===== config.mk =====
export PLATFORM = sky130hd
export DESIGN_NAME = bcw_exec
export DESIGN_NICKNAME = d
export VERILOG_FILES = /design/src/bcw_pkg.sv /design/src/bcw_exec.sv
export VERILOG_INCLUDE_DIRS = /design/src
export SDC_FILE = /design/constraint.sdc
export NUM_CORES = 1
export LEC_CHECK = 0
export BUFFER_PORTS_ARGS = -buffer_cell sky130_fd_sc_hd__buf_2
export CAP_MARGIN = 15
export CELL_PAD_IN_SITES_DETAIL_PLACEMENT = 0
export CELL_PAD_IN_SITES_GLOBAL_PLACEMENT = 1
export CORE_MARGIN = 2
export CORE_UTILIZATION = 37
export CTS_CLUSTER_DIAMETER = 40
export DETAILED_ROUTE_END_ITERATION = 6
export GPL_TIMING_DRIVEN = 0
export HOLD_SLACK_MARGIN = 0.06
export PLACE_DENSITY = 0.95
export SLEW_MARGIN = 5
export SYNTH_ARGS = -nofsm -noshare
export SYNTH_HDL_FRONTEND = slang
export SYNTH_SLANG_ARGS = --single-unit

===== constraint.sdc =====
create_clock -name clock_i -period 2.8 [get_ports clock_i]
set_clock_uncertainty 0.15 [all_clocks]
set_input_delay 0.56 -clock clock_i [delete_from_list [all_inputs] [get_ports clock_i]]
set_output_delay 0.56 -clock clock_i [all_outputs]
set_load 0.1 [all_outputs]

===== src/bcw_defines.svh =====
// Constants for the bit-clear, watchdog-clear and complement execute slice
`ifndef BCW_DEFINES_SVH
`define BCW_DEFINES_SVH
`define BCW_DATA_W 8
`define BCW_BIT_SEL_W 3
`define BCW_ADDR_W 8
`define BCW_FLAG_CLEAR 1'b0
`endif


===== src/bcw_pkg.sv =====
// Types for the bit-clear, watchdog-clear and complement execute slice
`include "bcw_defines.svh"
package bcw_pkg;
	// Operation codes handed over by the instruction decoder
	typedef enum logic [2:0] {
		BCW_OP_NONE = 3'h0,
		BCW_OP_BIT_CLEAR = 3'h1,
		BCW_OP_WDT_CLEAR = 3'h2,
		BCW_OP_WDT_PRE1 = 3'h3,
		BCW_OP_WDT_PRE2 = 3'h4,
		BCW_OP_COMPLEMENT = 3'h5
	} bcw_op_t;
	// Request from the decoder
	typedef struct packed {
		bcw_op_t op;
		logic [`BCW_ADDR_W-1:0] addr;
		logic [`BCW_BIT_SEL_W-1:0] bit_sel;
	} bcw_req_t;
	// Write-back to data memory
	typedef struct packed {
		logic en;
		logic [`BCW_ADDR_W-1:0] addr;
		logic [`BCW_DATA_W-1:0] data;
	} bcw_wr_t;
	// Which pre-clear form ran last
	typedef enum logic [2:0] {
		BCW_PRE_NONE = 3'h1,
		BCW_PRE_FIRST = 3'h2,
		BCW_PRE_SECOND = 3'h4
	} bcw_pre_t;
endpackage


===== src/bcw_exec.sv =====
// Execute slice: bit clear, watchdog clear/pre-clear, complement
`timescale 1ns/1ps
`include "bcw_defines.svh"
module bcw_exec (
	input wire logic clock_i,
	input wire logic sys_rst_i,
	input wire logic clk_en_i,
	input wire bcw_pkg::bcw_req_t req_i,
	input wire logic [`BCW_DATA_W-1:0] rd_data_i,
	input wire logic timeout_flag_set_i,
	input wire logic powerdown_flag_set_i,
	output bcw_pkg::bcw_wr_t wr_o,
	output logic watchdog_clear_o,
	output logic timeout_flag_o,
	output logic powerdown_flag_o,
	output logic zero_flag_o
);
	////////////////////////////////////////////////////////////////////
	// Decode; memory read data is same-cycle combinational from the
	// address in req_i, so no synchroniser is needed here
	// Op match shared by every decode wire below
	function automatic logic op_is(input bcw_pkg::bcw_op_t op,
			input bcw_pkg::bcw_op_t code);
		return op == code;
	endfunction
	wire logic is_bclr = op_is(req_i.op, bcw_pkg::BCW_OP_BIT_CLEAR);
	wire logic is_wclr = op_is(req_i.op, bcw_pkg::BCW_OP_WDT_CLEAR);
	wire logic is_pre1 = op_is(req_i.op, bcw_pkg::BCW_OP_WDT_PRE1);
	wire logic is_pre2 = op_is(req_i.op, bcw_pkg::BCW_OP_WDT_PRE2);
	wire logic is_cpl = op_is(req_i.op, bcw_pkg::BCW_OP_COMPLEMENT);
	bcw_pkg::bcw_pre_t last_pre;
	bcw_pkg::bcw_pre_t next_last_pre;
	// Pre-clear only counts when the other form ran last; the tracker
	// starts at none, so a lone form after reset cannot feed the dog
	wire logic pre1_fire = is_pre1
		&& (last_pre == bcw_pkg::BCW_PRE_SECOND);
	wire logic pre2_fire = is_pre2
		&& (last_pre == bcw_pkg::BCW_PRE_FIRST);
	wire logic pre_fire = pre1_fire || pre2_fire;
	wire logic next_wdt_clr = is_wclr || pre_fire;
	// Per-bit data path: invert for complement, drop only the selected
	// bit for bit clear; other ops compute a byte nobody writes
	wire logic [`BCW_DATA_W-1:0] next_data;
	for (genvar g = 0; g < `BCW_DATA_W; g++) begin : g_bit
		wire logic hit = (req_i.bit_sel == `BCW_BIT_SEL_W'(g));
		assign next_data[g] = is_cpl ? ~rd_data_i[g]
			: (rd_data_i[g] && !hit);
	end
	// Zero test on the value that will be stored, not on the read
	wire logic next_zero = (next_data == '0);
	////////////////////////////////////////////////////////////////////
	// Pre-clear tracker; plain clear leaves the pairing untouched
	always_comb begin
		unique case (1'b1)
			is_pre1: next_last_pre = bcw_pkg::BCW_PRE_FIRST;
			is_pre2: next_last_pre = bcw_pkg::BCW_PRE_SECOND;
			default: next_last_pre = last_pre;
		endcase
	end
	always_ff @(posedge clock_i) begin
		if (sys_rst_i) begin
			last_pre <= bcw_pkg::BCW_PRE_NONE;
		end else if (clk_en_i) begin
			last_pre <= next_last_pre;
		end
	end
	////////////////////////////////////////////////////////////////////
	// Write-back and watchdog pulse, registered
	always_ff @(posedge clock_i) begin
		if (sys_rst_i) begin
			wr_o <= '0;
			watchdog_clear_o <= 1'b0;
		end else if (clk_en_i) begin
			wr_o.en <= is_bclr || is_cpl;
			wr_o.addr <= req_i.addr;
			wr_o.data <= next_data;
			watchdog_clear_o <= next_wdt_clr;
		end
	end
	////////////////////////////////////////////////////////////////////
	// Status flags; a set from the watchdog or sleep logic wins over a
	// clear in the same cycle so the event is never lost
	always_ff @(posedge clock_i) begin
		if (sys_rst_i) begin
			timeout_flag_o <= 1'b0;
			powerdown_flag_o <= 1'b0;
			zero_flag_o <= 1'b0;
		end else if (clk_en_i) begin
			if (timeout_flag_set_i) begin
				timeout_flag_o <= 1'b1;
			end else if (next_wdt_clr) begin
				timeout_flag_o <= `BCW_FLAG_CLEAR;
			end
			if (powerdown_flag_set_i) begin
				powerdown_flag_o <= 1'b1;
			end else if (next_wdt_clr) begin
				powerdown_flag_o <= `BCW_FLAG_CLEAR;
			end
			if (is_cpl) begin
				zero_flag_o <= next_zero;
			end
		end
	end
	////////////////////////////////////////////////////////////////////
	// Checks; each looks one edge after the request is taken
	// Bit clear: selected bit low, the rest and all flags untouched
	chk_bclr_bit_zero: assert property (
		@(posedge clock_i) disable iff (sys_rst_i)
		clk_en_i && is_bclr |=> wr_o.en
		&& wr_o.data[$past(req_i.bit_sel)] == 1'b0)
		else $error("bit clear left bit set");
	chk_bclr_others_kept: assert property (
		@(posedge clock_i) disable iff (sys_rst_i)
		clk_en_i && is_bclr |=>
		(wr_o.data | (`BCW_DATA_W'(1) << $past(req_i.bit_sel)))
		== ($past(rd_data_i) | (`BCW_DATA_W'(1) << $past(req_i.bit_sel))))
		else $error("bit clear changed other bits");
	chk_bclr_addr: assert property (
		@(posedge clock_i) disable iff (sys_rst_i)
		clk_en_i && is_bclr |=>
		wr_o.addr == $past(req_i.addr))
		else $error("bit clear wrote wrong address");
	chk_bclr_no_zflag: assert property (
		@(posedge clock_i) disable iff (sys_rst_i)
		clk_en_i && is_bclr |=>
		$stable(zero_flag_o))
		else $error("bit clear touched zero flag");
	chk_bclr_no_wflags: assert property (
		@(posedge clock_i) disable iff (sys_rst_i)
		clk_en_i && is_bclr && !timeout_flag_set_i
		&& !powerdown_flag_set_i |=> !watchdog_clear_o
		&& $stable(timeout_flag_o) && $stable(powerdown_flag_o))
		else $error("bit clear touched watchdog flags");
	// Watchdog clears and the pairing of the two pre-clear forms
	chk_wclr_clears: assert property (
		@(posedge clock_i) disable iff (sys_rst_i)
		clk_en_i && is_wclr && !timeout_flag_set_i
		&& !powerdown_flag_set_i |=> watchdog_clear_o && !timeout_flag_o
		&& !powerdown_flag_o)
		else $error("watchdog clear failed");
	chk_wclr_keeps_pair: assert property (
		@(posedge clock_i) disable iff (sys_rst_i)
		clk_en_i && is_wclr |=>
		last_pre == $past(last_pre))
		else $error("plain clear changed pairing");
	chk_pre_pair_fire: assert property (
		@(posedge clock_i) disable iff (sys_rst_i)
		clk_en_i && is_pre1 ##1 clk_en_i && is_pre2
		|=> watchdog_clear_o)
		else $error("second pre-clear after first did not fire");
	chk_pre2_then_1: assert property (
		@(posedge clock_i) disable iff (sys_rst_i)
		clk_en_i && is_pre2 ##1 clk_en_i && is_pre1
		|=> watchdog_clear_o)
		else $error("first pre-clear after second did not fire");
	chk_pre_repeat: assert property (
		@(posedge clock_i) disable iff (sys_rst_i)
		clk_en_i && is_pre1 ##1 clk_en_i && is_pre1
		|=> !watchdog_clear_o)
		else $error("repeated first pre-clear fired");
	chk_pre2_repeat: assert property (
		@(posedge clock_i) disable iff (sys_rst_i)
		clk_en_i && is_pre2 ##1 clk_en_i && is_pre2
		|=> !watchdog_clear_o)
		else $error("repeated second pre-clear fired");
	chk_pre2_clears_flags: assert property (
		@(posedge clock_i) disable iff (sys_rst_i)
		clk_en_i && is_pre2 && last_pre == bcw_pkg::BCW_PRE_FIRST
		&& !timeout_flag_set_i && !powerdown_flag_set_i
		|=> watchdog_clear_o && !timeout_flag_o && !powerdown_flag_o)
		else $error("paired second pre-clear left flags");
	chk_pre1_clears_flags: assert property (
		@(posedge clock_i) disable iff (sys_rst_i)
		clk_en_i && is_pre1 && last_pre == bcw_pkg::BCW_PRE_SECOND
		&& !timeout_flag_set_i && !powerdown_flag_set_i
		|=> watchdog_clear_o && !timeout_flag_o && !powerdown_flag_o)
		else $error("paired first pre-clear left flags");
	// Complement: inverted byte written back, zero flag follows it
	chk_cpl_data: assert property (
		@(posedge clock_i) disable iff (sys_rst_i)
		clk_en_i && is_cpl |=> wr_o.en
		&& wr_o.data == ~$past(rd_data_i))
		else $error("complement data wrong");
	chk_cpl_addr: assert property (
		@(posedge clock_i) disable iff (sys_rst_i)
		clk_en_i && is_cpl |=>
		wr_o.addr == $past(req_i.addr))
		else $error("complement wrote wrong address");
	chk_cpl_zero: assert property (
		@(posedge clock_i) disable iff (sys_rst_i)
		clk_en_i && is_cpl |=>
		zero_flag_o == (~$past(rd_data_i) == '0))
		else $error("zero flag mismatch after complement");
	chk_cpl_no_wflags: assert property (
		@(posedge clock_i) disable iff (sys_rst_i)
		clk_en_i && is_cpl && !timeout_flag_set_i
		&& !powerdown_flag_set_i |=> !watchdog_clear_o
		&& $stable(timeout_flag_o) && $stable(powerdown_flag_o))
		else $error("complement touched watchdog flags");
	// Set requests beat clears, idle does nothing, enable low freezes
	chk_set_wins: assert property (
		@(posedge clock_i) disable iff (sys_rst_i)
		clk_en_i && (timeout_flag_set_i || powerdown_flag_set_i) |=>
		(!$past(timeout_flag_set_i) || timeout_flag_o)
		&& (!$past(powerdown_flag_set_i) || powerdown_flag_o))
		else $error("flag set request lost");
	chk_none_idle: assert property (
		@(posedge clock_i) disable iff (sys_rst_i)
		clk_en_i && req_i.op == bcw_pkg::BCW_OP_NONE |=>
		!wr_o.en && !watchdog_clear_o)
		else $error("idle op produced a write or clear");
	chk_freeze_all: assert property (
		@(posedge clock_i) disable iff (sys_rst_i)
		!clk_en_i |=> $stable(wr_o) && $stable(watchdog_clear_o)
		&& $stable(timeout_flag_o) && $stable(powerdown_flag_o)
		&& $stable(zero_flag_o) && $stable(last_pre))
		else $error("state moved while enable low");
endmodule // bcw_exec


==> results of run 1 <==
-- cells in the mapped netlist (all sizes together), types with 3 or more instances --
cell type | number | area, sq um
o311ai | 4 | 35.0
dfxtp | 24 | 480
o211ai | 3 | 22.5
mux2i | 8 | 80.1
and3b | 3 | 27.5
or3b | 3 | 26.3
nand2b | 4 | 27.5
buf | 4 | 26.3
clkbuf | 4 | 28.8
nand2 | 5 | 18.8
nand3b | 4 | 33.8
inv | 3 | 11.3
a21oi | 4 | 20.0
nor2 | 17 | 63.8
o21a | 8 | 60.1
a211oi | 7 | 62.6
o21ai | 5 | 25.0
-- cell type report --
cell class,instances,share of cell area [%]
Buffer,8,3.75
Clock buffer,3,1.53
Inverter,3,0.767
Multi-Input combinational cell,89,42.1
Sequential cell,24,32.7
Tap cell,44,3.75
Timing Repair Buffer,45,15.3
-- cells by family after synthesis --
family	Yosys count	share of synthesized area [%]
flip-flops	24	41.2
buffers and inverters	11	5.69
multiplexers	8	6.87
AO/OA/AOI/OAI	38	24.6
AND/OR/NAND/NOR	43	21.6
-- power breakdown --
part           internal, mW  leakage (nW)  switching, mW
combinational        0.0653         0.448          0.210
clock                0.0503        0.0138         0.0933
sequential            0.364         0.198         0.0131
total                 0.480         0.660          0.316
-- stage by stage --
stage | power [mW] | cell area, sq um
2_1_floorplan | 0.600 | 1160
3_3_place_gp | 0.655 | 1450
3_5_place_dp | 0.660 | 1450
4_1_cts | 0.804 | 1470
5_1_grt | 0.836 | 1470
6_report | 0.796 | 1470
-- registers in the layout, indices dropped and copies added (netlist names) --
signal	flops
last_pre	3
powerdown_flag_o	1
timeout_flag_o	1
watchdog_clear_o	1
wr_o	17
zero_flag_o	1
-- routing by layer --
layer / track usage (%) / share of wire (%) / vias up
met2: 29.0 / 51 / 26
met5: 0 / 0 / -
li1: - / - / 558
met1: 18.1 / 44 / 544
met4: 7.62 / 2.0 / 0
met3: 2.16 / 3.1 / 5
-- worst max path at each step --
stage	startpoint	cells past startpoint	slack, ps	end
2_1_floorplan	powerdown_flag_o$_SDFFE_PP0P_	2	1070	powerdown_flag_o$_SDFFE_PP0P_
3_3_place_gp	req_i[12]	5	1000	wr_o[1]$_SDFFE_PP0P_
3_5_place_dp	req_i[12]	5	950	wr_o[1]$_SDFFE_PP0P_
4_1_cts	powerdown_flag_o$_SDFFE_PP0P_	1	970	powerdown_flag_o
5_1_grt	timeout_flag_o$_SDFFE_PP0P_	1	930	timeout_flag_o
6_report	powerdown_flag_o$_SDFFE_PP0P_	1	970	powerdown_flag_o
==> impl_results.md, run 1 <==
- Status: completed
- First-pass GRT wire length: 4420 um
- Most common cell after layout, fill and taps aside: buf_2
- Reg2Reg Setup Slack: 1340 ps
- CTS clk-pin slew, worst paths: 120 ps
- Worst-path fanout max: 3
- Final worst path period need: 1830 ps
- PostCTS Resize Cnt: 0
- Reg2reg end: powerdown_flag_o$_SDFFE_PP0P_
- Initial Utilization: 38.5%
- Vias per cell: 5.25
- Pre-antenna DRT Iters: 4
- Crit Path Class: reg -> out
- Most frequent cells in the layout: 48 x buf_2, 24 x dfxtp_1, 17 x nor2_1
- Worst Hold Launch: req_i[3]
- Leakage power: 0.660 nW
- Core box area: 0.00303 sq mm
- Synth cell types: 36
- Buffers and inverters on the worst path: 1
- Final HPWL DP: 2150 um
- GRT Overall Usage: 16.0%
- Worst r2r src: last_pre[2]$_SDFFE_PP0P_
- Yosys warns: 0
- Cell Rows: 20
- Fin nets: 201
- Hold EP: wr_o[8]$_SDFFE_PP0P_
- Seq cells post-synth: 24
- Post-Syn Instances: 124
- Fin. Hold Viols: 0
- Fin worst setup slack: 968 ps
- I/O Pins: 48
- Max Buffers Root-to-Sink: 2
- # port buffers: 45
- Clock sinks: 24
- Setup TNS: 0 ps
- Peak supply drop: 0.214 mV
- Post-Syn Nets: 151
- Hold slack: 332 ps
- Worst setup SP type: register
- DRT iter0 DRCs: 15
- Worst Setup End Kind: output pin
- Initial antenna violation count: 0
- Postcts setup bufs: 0
- RSZ-0062 raised after global routing: false
- Predominant post-synthesis flop cell: dfxtp_1
- Max frequency: 0.546 GHz
- Fillers: 300
- Max stage delay on crit path: 440 ps
- Area growth, synth to finish: 26.0%
- # Max-Cap Violations: 0
- Worst hold-check path type: in -> reg
- N_diodes: 0
- Power per cell area: 542 mW/mm^2
- Layout Cells excl Fill: 216
- Sequential fraction of the synthesis area: 41.2%
- WP data arrival: 1120 ps
- Final Util: 48.5%
- Largest net degree at the start of global routing: 13
- FF+latch area: 480 sq um
- Hold_buf cts: 0
- Worst Path Required: 2090 ps
- Chip Width: 60.1 um
- Routed len/inst: 12.8 um
- DRC viols: 0
- Pins over their slew limit: 0
- Worst path top cell family by delay: buffers and inverters
- Vias: 1,133
- GP Congestion: 0.748
- CP max stage cell: buf_2
- Period utilization: 65.4%
- CTS root buf: clkbuf_4
- Post-Place Cells: 213
- Normalized max-slew margin: 67.7%
- Mean Syn Cell Area: 9.39 sq um
- CTS tree: built
- CTS Buf Count: 3
- Share of cells above drive strength 1: 36.6%
- Area of the multi-input gates: 618 sq um
- Cells on Worst Hold Path: 3
- Total Wirelength: 2760 um
- R2R depth: 3
- DRT antenna net count: 0
- Placement Setup Slack: 948 ps
- Die area: 0.00361 sq mm
- H-tree depth: 1
- Later-pin clock latency in the skew report: 300 ps
- Die Ht: 60.1 um
- Vias in the first global route: 1,056
- Mapped Area: 0.00116 sq mm
- Crit path cell chain: buf_2
- Overflow after GRT: 0
- Worst Max-Slew Pin Slew: 488 ps
- EDFF count, synth: 0
- Final setup fails: 0
- Fraction of registers with async set/reset: 0%
Power figures use the tool's default switching activity.
==> inputs of run 2 (changes only) <==
CORE_UTILIZATION = 31   (was 37)
PLACE_DENSITY = 0.87   (was 0.95)
clock period = 1.5 ns   (was 2.8 ns; I/O delays follow)
==> impl_results.md, run 2 (synthesis gave the netlist of run 1 again) <==
- Status: completed
- Worst Hold Launch: req_i[4]
- Initial Utilization: 32.1%
- Pins over their slew limit: 0
- Pre-antenna DRT Iters: 4
- Fin worst setup slack: 57.8 ps
- Hold slack: 114 ps
- Period utilization: 96.1%
- Clock sinks: 24
- Hold EP: wr_o[9]$_SDFFE_PP0P_
- Worst-path fanout max: 4
- Normalized max-slew margin: 66.9%
- Power per cell area: 1040 mW/mm^2
- Routed len/inst: 12.5 um
- Max frequency: 0.693 GHz
- Worst setup SP type: register
- Later-pin clock latency in the skew report: 260 ps
- Overflow after GRT: 0
- # port buffers: 45
- CTS tree: built
- Reg2Reg Setup Slack: 60 ps
- DRC viols: 0
- Setup crit start: last_pre[2]$_SDFFE_PP0P_
- Initial antenna violation count: 0
- Setup TNS: 0 ps
- DRT antenna net count: 0
- Post-Place Cells: 217
- Postcts setup bufs: 0
- Chip Width: 65.3 um
- Worst hold-check path type: in -> reg
- Final worst path period need: 1440 ps
- Vias per cell: 5.05
- N_diodes: 0
- Vias in the first global route: 1,011
- Max stage delay on crit path: 530 ps
- Biggest register: wr_o
- R2R depth: 3
- Buffers and inverters on the worst path: 0
- Max reg flops: 17
- Die Ht: 65.3 um
- CTS root buf: clkbuf_8
- Fin. Hold Viols: 0
- GRT Overall Usage: 13.6%
- Vias: 1,112
- Crit path cell chain: or4b_1 > o22ai_2 > o221ai_1
- CTS Buf Count: 3
- First-pass GRT wire length: 4600 um
- RSZ-0062 raised after global routing: true
- Total Wirelength: 2760 um
- Worst Path Required: 1490 ps
- Core box area: 0.00363 sq mm
- Crit Path Class: reg -> reg
- Area growth, synth to finish: 32.9%
- Most common cell after layout, fill and taps aside: buf_2
- Peak supply drop: 0.397 mV
- Biggest regs: wr_o: 17 flops, last_pre: 3 flops
- Share of cells above drive strength 1: 38.4%
- I/O Pins: 48
- Reg2reg end: timeout_flag_o$_SDFFE_PP0P_
- Worst path top cell family by delay: simple AND/OR/NAND/NOR gates
- Max Buffers Root-to-Sink: 2
- CTS clk-pin slew, worst paths: 80 ps
- Worst r2r src: last_pre[2]$_SDFFE_PP0P_
- GP Congestion: 0.749
- WP data arrival: 1430 ps
- Hold_buf cts: 0
- Cells on Worst Hold Path: 3
- Layout Cells excl Fill: 220
- # Max-Cap Violations: 0
- Largest net degree at the start of global routing: 13
- Worst Max-Slew Pin Slew: 490 ps
- H-tree depth: 1
- Most frequent cells in the layout: 27 x buf_2, 21 x clkbuf_4, 21 x dfxtp_1
- Final HPWL DP: 2060 um
- Final setup fails: 0
- CP max stage cell: or4b_1
- Worst Setup End Kind: register
- Placement Setup Slack: -79.3 ps
- Leakage power: 0.665 nW
- Fin nets: 201
- DRT iter0 DRCs: 24
- Cell Rows: 22
- Die area: 0.00426 sq mm
## run 2: changes by cell type in the layout (fill, tap and decap cells not counted)
cell      change
buf_2        -21
buf_4         +1
clkbuf_8      +3
clkbuf_4     +17
dfxtp_2       +3
dfxtp_1       -3
## run 2: layer usage
layer / wire length [um] / vias to the layer above / global-route usage (%)
li1: - / 558 / -
met1: 1270 / 518 / 17.3
met2: 1310 / 31 / 23.1
met3: 120 / 5 / 1.54
met4: 53 / 0 / 6.25
met5: 0 / - / 0
## run 2: timing repair
action,CTS,global route
pin swaps,0,1
resized for setup,1,21
endpoints found under the setup margin,1,22
## run 2: worst min-delay path, stage by stage
cell     delay [ps]
buf_2            70
mux2i_1          50
nor2_1           70
## run 2: worst max path at each step
stage                     cells after the start                             to
after floorplan                               2       zero_flag_o$_SDFFE_PP0P_
after global placement                        5           wr_o[0]$_SDFFE_PP0P_
after detailed placement                      5           wr_o[1]$_SDFFE_PP0P_
after CTS                                     1                        wr_o[3]
after global routing                          3  powerdown_flag_o$_SDFFE_PP0P_
final                                         3    timeout_flag_o$_SDFFE_PP0P_
## run 2: area by class of cell
class | instances | area, sq um
inverters | 3 | 11.3
fillers | 381 | 2090
well taps | 48 | 60.1
repair buffers | 45 | 278
clock buffers | 3 | 41.3
plain buffers | 8 | 55.1
flip-flops and latches | 24 | 484
multi-input cells | 89 | 618
## run 2: stage by stage
stage	power [mW]	instance area (sq um)	utilization, %
global route	1.70	1550	42.6
global placement	1.23	1450	40.0
floorplan	1.12	1170	-
detailed placement	1.23	1450	40.0
CTS	1.61	1500	41.2
finish	1.62	1550	42.6
## run 2: power by group
group	leakage, nW	total [mW]	switching [mW]	internal (mW)
logic	0.444	0.529	0.390	0.139
clock network	0.0216	0.379	0.199	0.180
registers	0.199	0.707	0.0256	0.682
total	0.665	1.62	0.615	1.00
